===== config.mk =====
export PLATFORM = sky130hd
export DESIGN_NAME = tpt_periodic_tick
export DESIGN_NICKNAME = d
export VERILOG_FILES = /design/src/tpt_pkg.sv /design/src/tpt_periodic_tick.sv /design/src/tpt_osc_sync.sv /design/src/tpt_divider.sv
export VERILOG_INCLUDE_DIRS = /design/src
export SDC_FILE = /design/constraint.sdc
export NUM_CORES = 1
export LEC_CHECK = 0
export ABC_AREA = 1
export BUFFER_PORTS_ARGS = -buffer_cell sky130_fd_sc_hd__buf_2
export CORE_AREA = 2 2 71 73
export DETAILED_ROUTE_END_ITERATION = 7
export DIE_AREA = 0 0 73 75
export PLACE_DENSITY = 0.66
export SLEW_MARGIN = 20
export SYNTH_ARGS = -nofsm -noshare
export SYNTH_HDL_FRONTEND = slang
export SYNTH_SLANG_ARGS = --single-unit

===== constraint.sdc =====
create_clock -name ref_clk -period 2.4 [get_ports ref_clk]
set_clock_uncertainty 0.1 [all_clocks]
set_input_delay 0.12 -clock ref_clk [delete_from_list [all_inputs] [get_ports ref_clk]]
set_output_delay 0.12 -clock ref_clk [all_outputs]
set_load 0.005 [all_outputs]

===== src/tpt_regs.svh =====
`ifndef TPT_REGS_SVH
`define TPT_REGS_SVH

// ----------------------------------------------------------------------
// Register offsets (byte addresses on the 4-bit register port)
// ----------------------------------------------------------------------
`define TPT_OFS_CTRL      4'h0
`define TPT_OFS_STATUS    4'h4
`define TPT_OFS_CLEAR     4'h8
`define TPT_OFS_IRQ_EN    4'hC

// ----------------------------------------------------------------------
// Control register field positions and the event bit of the other registers
// ----------------------------------------------------------------------
`define TPT_BIT_RUN       1
`define TPT_BIT_IE        2
`define TPT_BIT_ACK       3
`define TPT_RATE_LO       4
`define TPT_RATE_HI       6
`define TPT_BIT_FLAG      7
`define TPT_BIT_EVENT     0

// ----------------------------------------------------------------------
// Reset values
// ----------------------------------------------------------------------
`define TPT_RST_RATE      3'h0
`define TPT_RST_DATA      8'h00

// ----------------------------------------------------------------------
// Timing
// ----------------------------------------------------------------------
`define TPT_CLK_HZ        20000000
`define TPT_OSC_HZ        32768
`define TPT_OSC_CYC       (`TPT_CLK_HZ / `TPT_OSC_HZ)
`define TPT_DIV_STAGES    15

`endif


===== src/tpt_pkg.sv =====
package tpt_pkg;

  // Three-bit rate select code.
  typedef logic [2:0]  tpt_rate_t;

  // Register data byte.
  typedef logic [7:0]  tpt_byte_t;

  // Register port address.
  typedef logic [3:0]  tpt_addr_t;

endpackage : tpt_pkg


===== src/tpt_periodic_tick.sv =====
// What this block does
// Divide oscillator clock, sized for 32.768 kHz.
// Disabled counter is held at zero.
// Enabled counter advances while enable stays set.
// Tap overflow sets read-only rollover flag.
// Flag with enable raises interrupt request.
// Writing one to acknowledge clears flag.
// Acknowledge bit always reads as zero.
// First flag at half period, then full.
// Codes 0-2 divide 32768, 8192, 2048.
// Codes 3-7 divide 128 down to 8.
// Software changes rate only while disabled.
// Keep counting in stop when oscillator kept.
// Otherwise inactive throughout stop mode.
// Keep counting and flagging in wait.
// Registers unreachable in wait or stop.
// Software disables block before low power.
// Reset clears run and interrupt enables.
// Fifteen-stage chain with eight selectable taps.
// Oscillator events synchronised before setting flag.
//
// The address map and strobed register access were decided locally.
`timescale 1ns/1ns
`include "tpt_regs.svh"

module tpt_periodic_tick (
  input  wire logic              ref_clk,           // Bus clock, 20 MHz.
  input  wire logic              reset_n,           // Async reset, low.
  input  wire logic              crystal_osc_clock, // Oscillator clock.
  input  wire logic              wait_mode,         // System in wait.
  input  wire logic              stop_mode,         // System in stop.
  input  wire logic              osc_run_in_stop,   // Oscillator kept in stop.
  input  wire tpt_pkg::tpt_addr_t addr,             // Register address.
  input  wire tpt_pkg::tpt_byte_t wr_data,          // Write data.
  input  wire logic              wr_en,             // Write strobe.
  input  wire logic              rd_en,             // Read strobe.
  output tpt_pkg::tpt_byte_t     rd_data,           // Read data, next cycle.
  output logic                   irq,               // Interrupt level.
  output logic                   wakeup             // Stop wakeup pulse.
);

  // ----------------------------------------------------------------------
  // Declarations
  // ----------------------------------------------------------------------
  logic                   counter_run_enable_r;
  logic                   counter_run_enable_nxt;
  logic                   rollover_irq_enable_r;
  logic                   rollover_irq_enable_nxt;
  logic                   rollover_flag_r;
  logic                   rollover_flag_nxt;
  tpt_pkg::tpt_rate_t     rate_select_r;
  tpt_pkg::tpt_rate_t     rate_select_nxt;
  tpt_pkg::tpt_byte_t     rd_data_r;
  tpt_pkg::tpt_byte_t     rd_data_nxt;
  logic                   irq_r;
  logic                   irq_nxt;
  logic                   wakeup_r;
  logic                   wakeup_nxt;
  logic                   osc_tick;
  logic                   tick_gated;
  logic                   rollover_p;
  logic                   bus_open;
  logic [`TPT_DIV_STAGES-1:0] chain;

  // Register view selected by an address, from the current state.
  function automatic tpt_pkg::tpt_byte_t read_view(
    input tpt_pkg::tpt_addr_t a,
    input logic               flag,
    input tpt_pkg::tpt_rate_t rate,
    input logic               ie,
    input logic               run
  );
    read_view = `TPT_RST_DATA;
    case (a)
      `TPT_OFS_CTRL: begin
        read_view[`TPT_BIT_FLAG]              = flag;
        read_view[`TPT_RATE_HI:`TPT_RATE_LO]  = rate;
        read_view[`TPT_BIT_IE]                = ie;
        read_view[`TPT_BIT_RUN]               = run;
      end
      `TPT_OFS_STATUS: read_view[`TPT_BIT_EVENT] = flag;
      `TPT_OFS_IRQ_EN: read_view[`TPT_BIT_EVENT] = ie;
      default:         read_view = `TPT_RST_DATA;
    endcase
  endfunction : read_view

  // ----------------------------------------------------------------------
  // Oscillator tick and divider chain
  // ----------------------------------------------------------------------
  // synchronised oscillator edge
  tpt_osc_sync u_sync (
    .ref_clk           (ref_clk),
    .reset_n           (reset_n),
    .crystal_osc_clock (crystal_osc_clock),
    .osc_tick          (osc_tick)
  );

  // Stop without a kept oscillator freezes the chain; wait does not.
  // count on in stop
  // inactive in stop
  // count on in wait
  assign tick_gated = osc_tick & ~(stop_mode & ~osc_run_in_stop);

  // oscillator divider chain
  // fifteen stage chain
  tpt_divider #(
    .STAGES (`TPT_DIV_STAGES)
  ) u_div (
    .ref_clk  (ref_clk),
    .reset_n  (reset_n),
    .osc_tick (tick_gated),
    .run      (counter_run_enable_r),
    .rate     (rate_select_r),
    .event_p  (rollover_p),
    .count    (chain)
  );

  // ----------------------------------------------------------------------
  // Register file and event logic
  // ----------------------------------------------------------------------
  // Software only reaches the registers while the system is awake.
  // no access asleep
  assign bus_open = ~wait_mode & ~stop_mode;

  // Next state of the control bits, the flag and the outputs.  The rate
  // field is written whenever the control word is written; software must
  // disable the block first, as a live rate change can skip a period.
  always_comb begin
    counter_run_enable_nxt  = counter_run_enable_r;
    rollover_irq_enable_nxt = rollover_irq_enable_r;
    rate_select_nxt         = rate_select_r;
    rollover_flag_nxt       = rollover_flag_r;
    rd_data_nxt             = `TPT_RST_DATA;
    if (bus_open && wr_en) begin
      case (addr)
        `TPT_OFS_CTRL: begin
          counter_run_enable_nxt  = wr_data[`TPT_BIT_RUN];
          rollover_irq_enable_nxt = wr_data[`TPT_BIT_IE];
          rate_select_nxt         = wr_data[`TPT_RATE_HI:`TPT_RATE_LO];
          // acknowledge clears flag
          if (wr_data[`TPT_BIT_ACK]) begin
            rollover_flag_nxt = 1'b0;
          end
        end
        `TPT_OFS_CLEAR: begin
          if (wr_data[`TPT_BIT_EVENT]) begin
            rollover_flag_nxt = 1'b0;
          end
        end
        `TPT_OFS_IRQ_EN: begin
          rollover_irq_enable_nxt = wr_data[`TPT_BIT_EVENT];
        end
        default: begin
          rollover_flag_nxt = rollover_flag_nxt;
        end
      endcase
    end
    // rollover sets flag
    // A rollover in the same cycle as an acknowledge is kept.
    if (rollover_p) begin
      rollover_flag_nxt = 1'b1;
    end
    // acknowledge reads zero
    if (bus_open && rd_en) begin
      rd_data_nxt = read_view(addr, rollover_flag_r, rate_select_r,
                              rollover_irq_enable_r, counter_run_enable_r);
    end
    // interrupt request level
    irq_nxt    = rollover_flag_nxt & rollover_irq_enable_nxt;
    wakeup_nxt = rollover_p & stop_mode & rollover_irq_enable_r;
  end

  // Register stage.
  // reset disables block
  always_ff @(posedge ref_clk or negedge reset_n) begin
    if (!reset_n) begin
      counter_run_enable_r  <= 1'b0;
      rollover_irq_enable_r <= 1'b0;
      rollover_flag_r       <= 1'b0;
      rate_select_r         <= `TPT_RST_RATE;
      rd_data_r             <= `TPT_RST_DATA;
      irq_r                 <= 1'b0;
      wakeup_r              <= 1'b0;
    end else begin
      counter_run_enable_r  <= counter_run_enable_nxt;
      rollover_irq_enable_r <= rollover_irq_enable_nxt;
      rollover_flag_r       <= rollover_flag_nxt;
      rate_select_r         <= rate_select_nxt;
      rd_data_r             <= rd_data_nxt;
      irq_r                 <= irq_nxt;
      wakeup_r              <= wakeup_nxt;
    end
  end

  assign rd_data = rd_data_r;
  assign irq     = irq_r;
  assign wakeup  = wakeup_r;
endmodule : tpt_periodic_tick


===== src/tpt_osc_sync.sv =====
`timescale 1ns/1ns

module tpt_osc_sync (
  input  wire logic ref_clk,           // Bus clock.
  input  wire logic reset_n,           // Asynchronous reset, active low.
  input  wire logic crystal_osc_clock, // Slow oscillator clock as a level.
  output logic      osc_tick           // One pulse per oscillator rise.
);

  logic meta_r;
  logic sync_r;
  logic prev_r;
  logic tick_r;
  logic tick_nxt;

  // ----------------------------------------------------------------------
  // Edge detection
  // ----------------------------------------------------------------------
  // Only the settled second stage and its delayed copy are compared, so
  // a metastable first stage can never produce a false tick.
  always_comb begin
    tick_nxt = sync_r & ~prev_r;
  end

  // Two-stage synchroniser, delay stage and tick register.
  always_ff @(posedge ref_clk or negedge reset_n) begin
    if (!reset_n) begin
      meta_r <= 1'b0;
      sync_r <= 1'b0;
      prev_r <= 1'b0;
      tick_r <= 1'b0;
    end else begin
      meta_r <= crystal_osc_clock;
      sync_r <= meta_r;
      prev_r <= sync_r;
      tick_r <= tick_nxt;
    end
  end

  assign osc_tick = tick_r;

endmodule : tpt_osc_sync


===== src/tpt_divider.sv =====
`timescale 1ns/1ns
`include "tpt_regs.svh"

module tpt_divider #(
  parameter int STAGES = `TPT_DIV_STAGES  // Length of the divider chain.
) (
  input  wire logic              ref_clk,  // Bus clock.
  input  wire logic              reset_n,  // Asynchronous reset, active low.
  input  wire logic              osc_tick, // Advance enable, one cycle.
  input  wire logic              run,      // Counter run enable level.
  input  wire tpt_pkg::tpt_rate_t rate,    // Rate select code.
  output logic                   event_p,  // Rollover pulse, one cycle.
  output logic [STAGES-1:0]      count     // Chain value, for observation.
);

  logic [STAGES-1:0] cnt_r;
  logic [STAGES-1:0] cnt_nxt;
  logic              ev_r;
  logic              ev_nxt;
  logic [3:0]        tap;

  // Chain bit whose rise marks one divider period for a rate code.
  // tap per code
  function automatic logic [3:0] tap_index(input tpt_pkg::tpt_rate_t r);
    case (r)
      3'h0:    tap_index = 4'hE; // Divide by 32768.
      3'h1:    tap_index = 4'hC; // Divide by 8192.
      3'h2:    tap_index = 4'hA; // Divide by 2048.
      3'h3:    tap_index = 4'h6; // Divide by 128.
      3'h4:    tap_index = 4'h5; // Divide by 64.
      3'h5:    tap_index = 4'h4; // Divide by 32.
      3'h6:    tap_index = 4'h3; // Divide by 16.
      default: tap_index = 4'h2; // Divide by 8.
    endcase
  endfunction : tap_index

  // Next count and rollover detection.  The tap bit rises first after half
  // a period from zero and then once every full period.
  always_comb begin
    tap     = tap_index(rate);
    cnt_nxt = cnt_r;
    ev_nxt  = 1'b0;
    // held at zero
    if (!run) begin
      cnt_nxt = '0;
    end else if (osc_tick) begin
      // advance while enabled
      cnt_nxt = cnt_r + {{(STAGES-1){1'b0}}, 1'b1};
      // half period first
      ev_nxt  = ~cnt_r[tap] & cnt_nxt[tap];
    end
  end

  // Chain and pulse registers.
  always_ff @(posedge ref_clk or negedge reset_n) begin
    if (!reset_n) begin
      cnt_r <= '0;
      ev_r  <= 1'b0;
    end else begin
      cnt_r <= cnt_nxt;
      ev_r  <= ev_nxt;
    end
  end

  assign event_p = ev_r;
  assign count   = cnt_r;

endmodule : tpt_divider


==> qor.csv <==
metric,value,unit
total leakage power,0.00107,µW
final hold vios,0,
sw power,451,µW
PD cells,627,nW/µm²
via/cell ratio,5.20,
Hold Path Class,primary input to flop,
achievable frequency,0.492,GHz
Final setup violation count,0,
Port Buffer Count,27,
WL per Instance,13.1,µm
remaining antenna violation count after routing,0,
initial DRC count,177,
#FFs+latches synth,35,
"commonest non-fill, non-tap cells in the layout","nand2_1 (38), dfrtp_1 (35), nand3_1 (28), buf_2 (27), inv_1 (25)",
Final Cycle Share,0.846,
non-filler instance count after layout,333,
Reg power frac,0.495,
Synth Warn #,0,
worst setup margin,0.369,ns
n_diodes,0,
Remaining DRCs,0,
DRT Pass-1 Iters,4,
clk_lat worst skew,0.29,ns
post-CTS setup buffers,0,
Sw Share,0.314,
Min Hold Slack,0.0204,ns
Startpoint Class,primary input,
share of cells above drive strength 1,0.226,
critical path capture point type,flop,
Die Wd,73,µm
sequential area share after synthesis,0.454,
first-pass GRT wire length,7.53,mm
average cell area after synthesis,8.04,µm²
Mapped Nets,261,
Unique masters post-synth,31,
TritonCTS buffer count,5,
Clk pwr share,0.300,
CP max FO,11,
final net count,300,
Max Cap Viol,0,
overall routing resource usage,0.180,
max_slew headroom,0.460,
Post-Synthesis Cell Area,1930,µm²
Routed WL,4.35,mm
Inst Count DP,318,
pin count of the biggest net entering global routing,36,
min Tclk post-route,2.03,ns
Worst EP required,2.51,ns
detailed placement HPWL,3.11,mm
CTS tree,built,
max-slew violations,0,
Worst path max stage delay,0.64,ns
vias in the first global route,1687,
Die H,75,µm
clock buffer depth,2,
initial core utilization,0.414,
WS Path Type,primary input to flop,
critical-path cell list,"dlygate4sd3_1, buf_2, inv_1, o21ai_0, nor2_1, inv_1, o21ai_0",
num rows,25,
Post-Synthesis Cells,240,
initial antenna violation count,0,
CTS Root Cell,clkbuf_8,
GRT overflow,0,
pre-CTS setup slack,0.661,ns
Setup TNS,0,ns
GPL Wtd Cong,0.837,
via count,1731,
Int Pwr,983,µW
slowest cell on the critical path,nor2_1,
Least-Margin Pin Slew,0.807,ns
die area,5480,µm²
clk slew on worst S/H paths,0.07,ns
status,finished clean,
Resize count post-CTS,0,
core area,4660,µm²
CTS sink count,35,
io pins,30,
Comb pwr share,0.206,
Critical Path AT,2.14,ns
RSZ-0062 raised after global routing,no,
"commonest non-fill, non-tap cell in the layout",nand2_1,
P&R area growth vs syn,18.4,%
CTS HTree Levels,2,
peak supply drop,362,µV
-- cell usage after synthesis --
master / number / area share
dfrtp_1: 35 / 0.45
nand2_1: 38 / 0.074
a21oi_2: 1 / 0.0045
xor2_1: 4 / 0.018
nand4_1: 8 / 0.026
conb_1: 1 / 0.0019
nand3_1: 28 / 0.073
nor3_1: 7 / 0.018
nand2_4: 3 / 0.017
buf_4: 1 / 0.0039
inv_2: 7 / 0.014
nand3_2: 2 / 0.010
nor2_1: 24 / 0.047
clkbuf_1: 2 / 0.0039
o22ai_1: 6 / 0.019
a31oi_1: 1 / 0.0032
nor2_2: 5 / 0.016
o211ai_1: 2 / 0.0078
o32ai_1: 1 / 0.0045
o21ai_0: 12 / 0.031
a21oi_1: 8 / 0.021
nor3_4: 1 / 0.0084
o21ai_2: 1 / 0.0045
nor2_4: 3 / 0.017
ha_1: 1 / 0.0065
xnor2_1: 1 / 0.0045
nand2_2: 5 / 0.016
o311ai_1: 1 / 0.0045
o21ai_4: 1 / 0.0084
inv_1: 25 / 0.049
o21ai_1: 5 / 0.013
-- critical path, delay by kind of cell --
| kind | cells | cell delay [ns] |
|---|---|---|
| buffers and inverters | 4 | 1.02 |
| and+or+nand+nor | 1 | 0.64 |
| AOI/OAI and AO/OA | 2 | 0.34 |
-- layout make-up --
| class | count | area, µm² |
|---|---|---|
| Tap cell | 54 | 67.6 |
| Inverter | 32 | 120 |
| Fill cell | 443 | 2370 |
| Clock inverter | 1 | 5.00 |
| Timing Repair Buffer | 35 | 215 |
| Sequential cell | 35 | 876 |
| Clock buffer | 6 | 82.6 |
| Multi-Input combinational cell | 170 | 920 |
-- stage by stage --
stage,utilization,cell area (µm²),total power [µW]
finish,0.490,2290,1430
global route,0.490,2290,1520
CTS,0.490,2290,1450
detailed placement,0.454,2120,1000
global placement,0.454,2120,995
floorplan,-,1930,910
-- power groups by stage --
stage / combinational, µW / clock [µW] / sequential [µW]
after global placement: 280 / 0 / 715
after detailed placement: 284 / 0 / 718
after CTS: 296 / 445 / 708
after floorplan: 203 / 0 / 707
final: 295 / 430 / 709
after global routing: 336 / 468 / 715
-- repair_timing --
item                       CTS  global route
setup endpoints to repair    0             0
hold buffers                 8             0
hold endpoints to repair    42             0
-- metal layers --
layer | global-route usage | vias up | routed length [µm] | part of all wire
met5 | 0 | - | 0 | 0
li1 | - | 875 | - | -
met3 | 0.0455 | 5 | 172 | 0.040
met2 | 0.288 | 40 | 2080 | 0.48
met4 | 0.0679 | 0 | 64 | 0.015
met1 | 0.236 | 811 | 2030 | 0.47
-- flip-flops by register name, summed over array words and instances (netlist names) --
signal	cells
rd_data	7
u_sync.prev_r	1
counter_run_enable_r	1
irq	1
rate_select_r	3
rollover_irq_enable_r	1
u_sync.osc_tick	1
rollover_flag_r	1
u_sync.meta_r	1
wakeup	1
u_div.count	15
u_sync.sync_r	1
u_div.event_p	1
-- cell families after synthesis --
kind of cell / Yosys count / share of synthesized area
AND/OR/NAND/NOR: 124 / 0.323
adder cells (fa/ha/maj): 1 / 0.00648
XOR/XNOR: 5 / 0.0227
other: 1 / 0.00194
AO/OA/AOI/OAI: 39 / 0.122
buffers and inverters: 35 / 0.0700
flip-flops: 35 / 0.454
-- path summary, 6_finish.rpt --
path,cells past startpoint,from,end,slack [ns]
worst max-delay path,7,stop_mode,u_div.count[9],0.37
worst min-delay path,3,wr_data[2],rollover_irq_enable_r,0.02
worst max register to register,4,u_sync.osc_tick,u_div.count[9],0.60
worst min register to register,0,u_sync.meta_r,u_sync.sync_r,0.26
max in group asynchronous,2,reset_n,u_div.count[11],1.36
min in group asynchronous,2,reset_n,u_div.count[3],0.35
(Power assumes the default switching activity.)
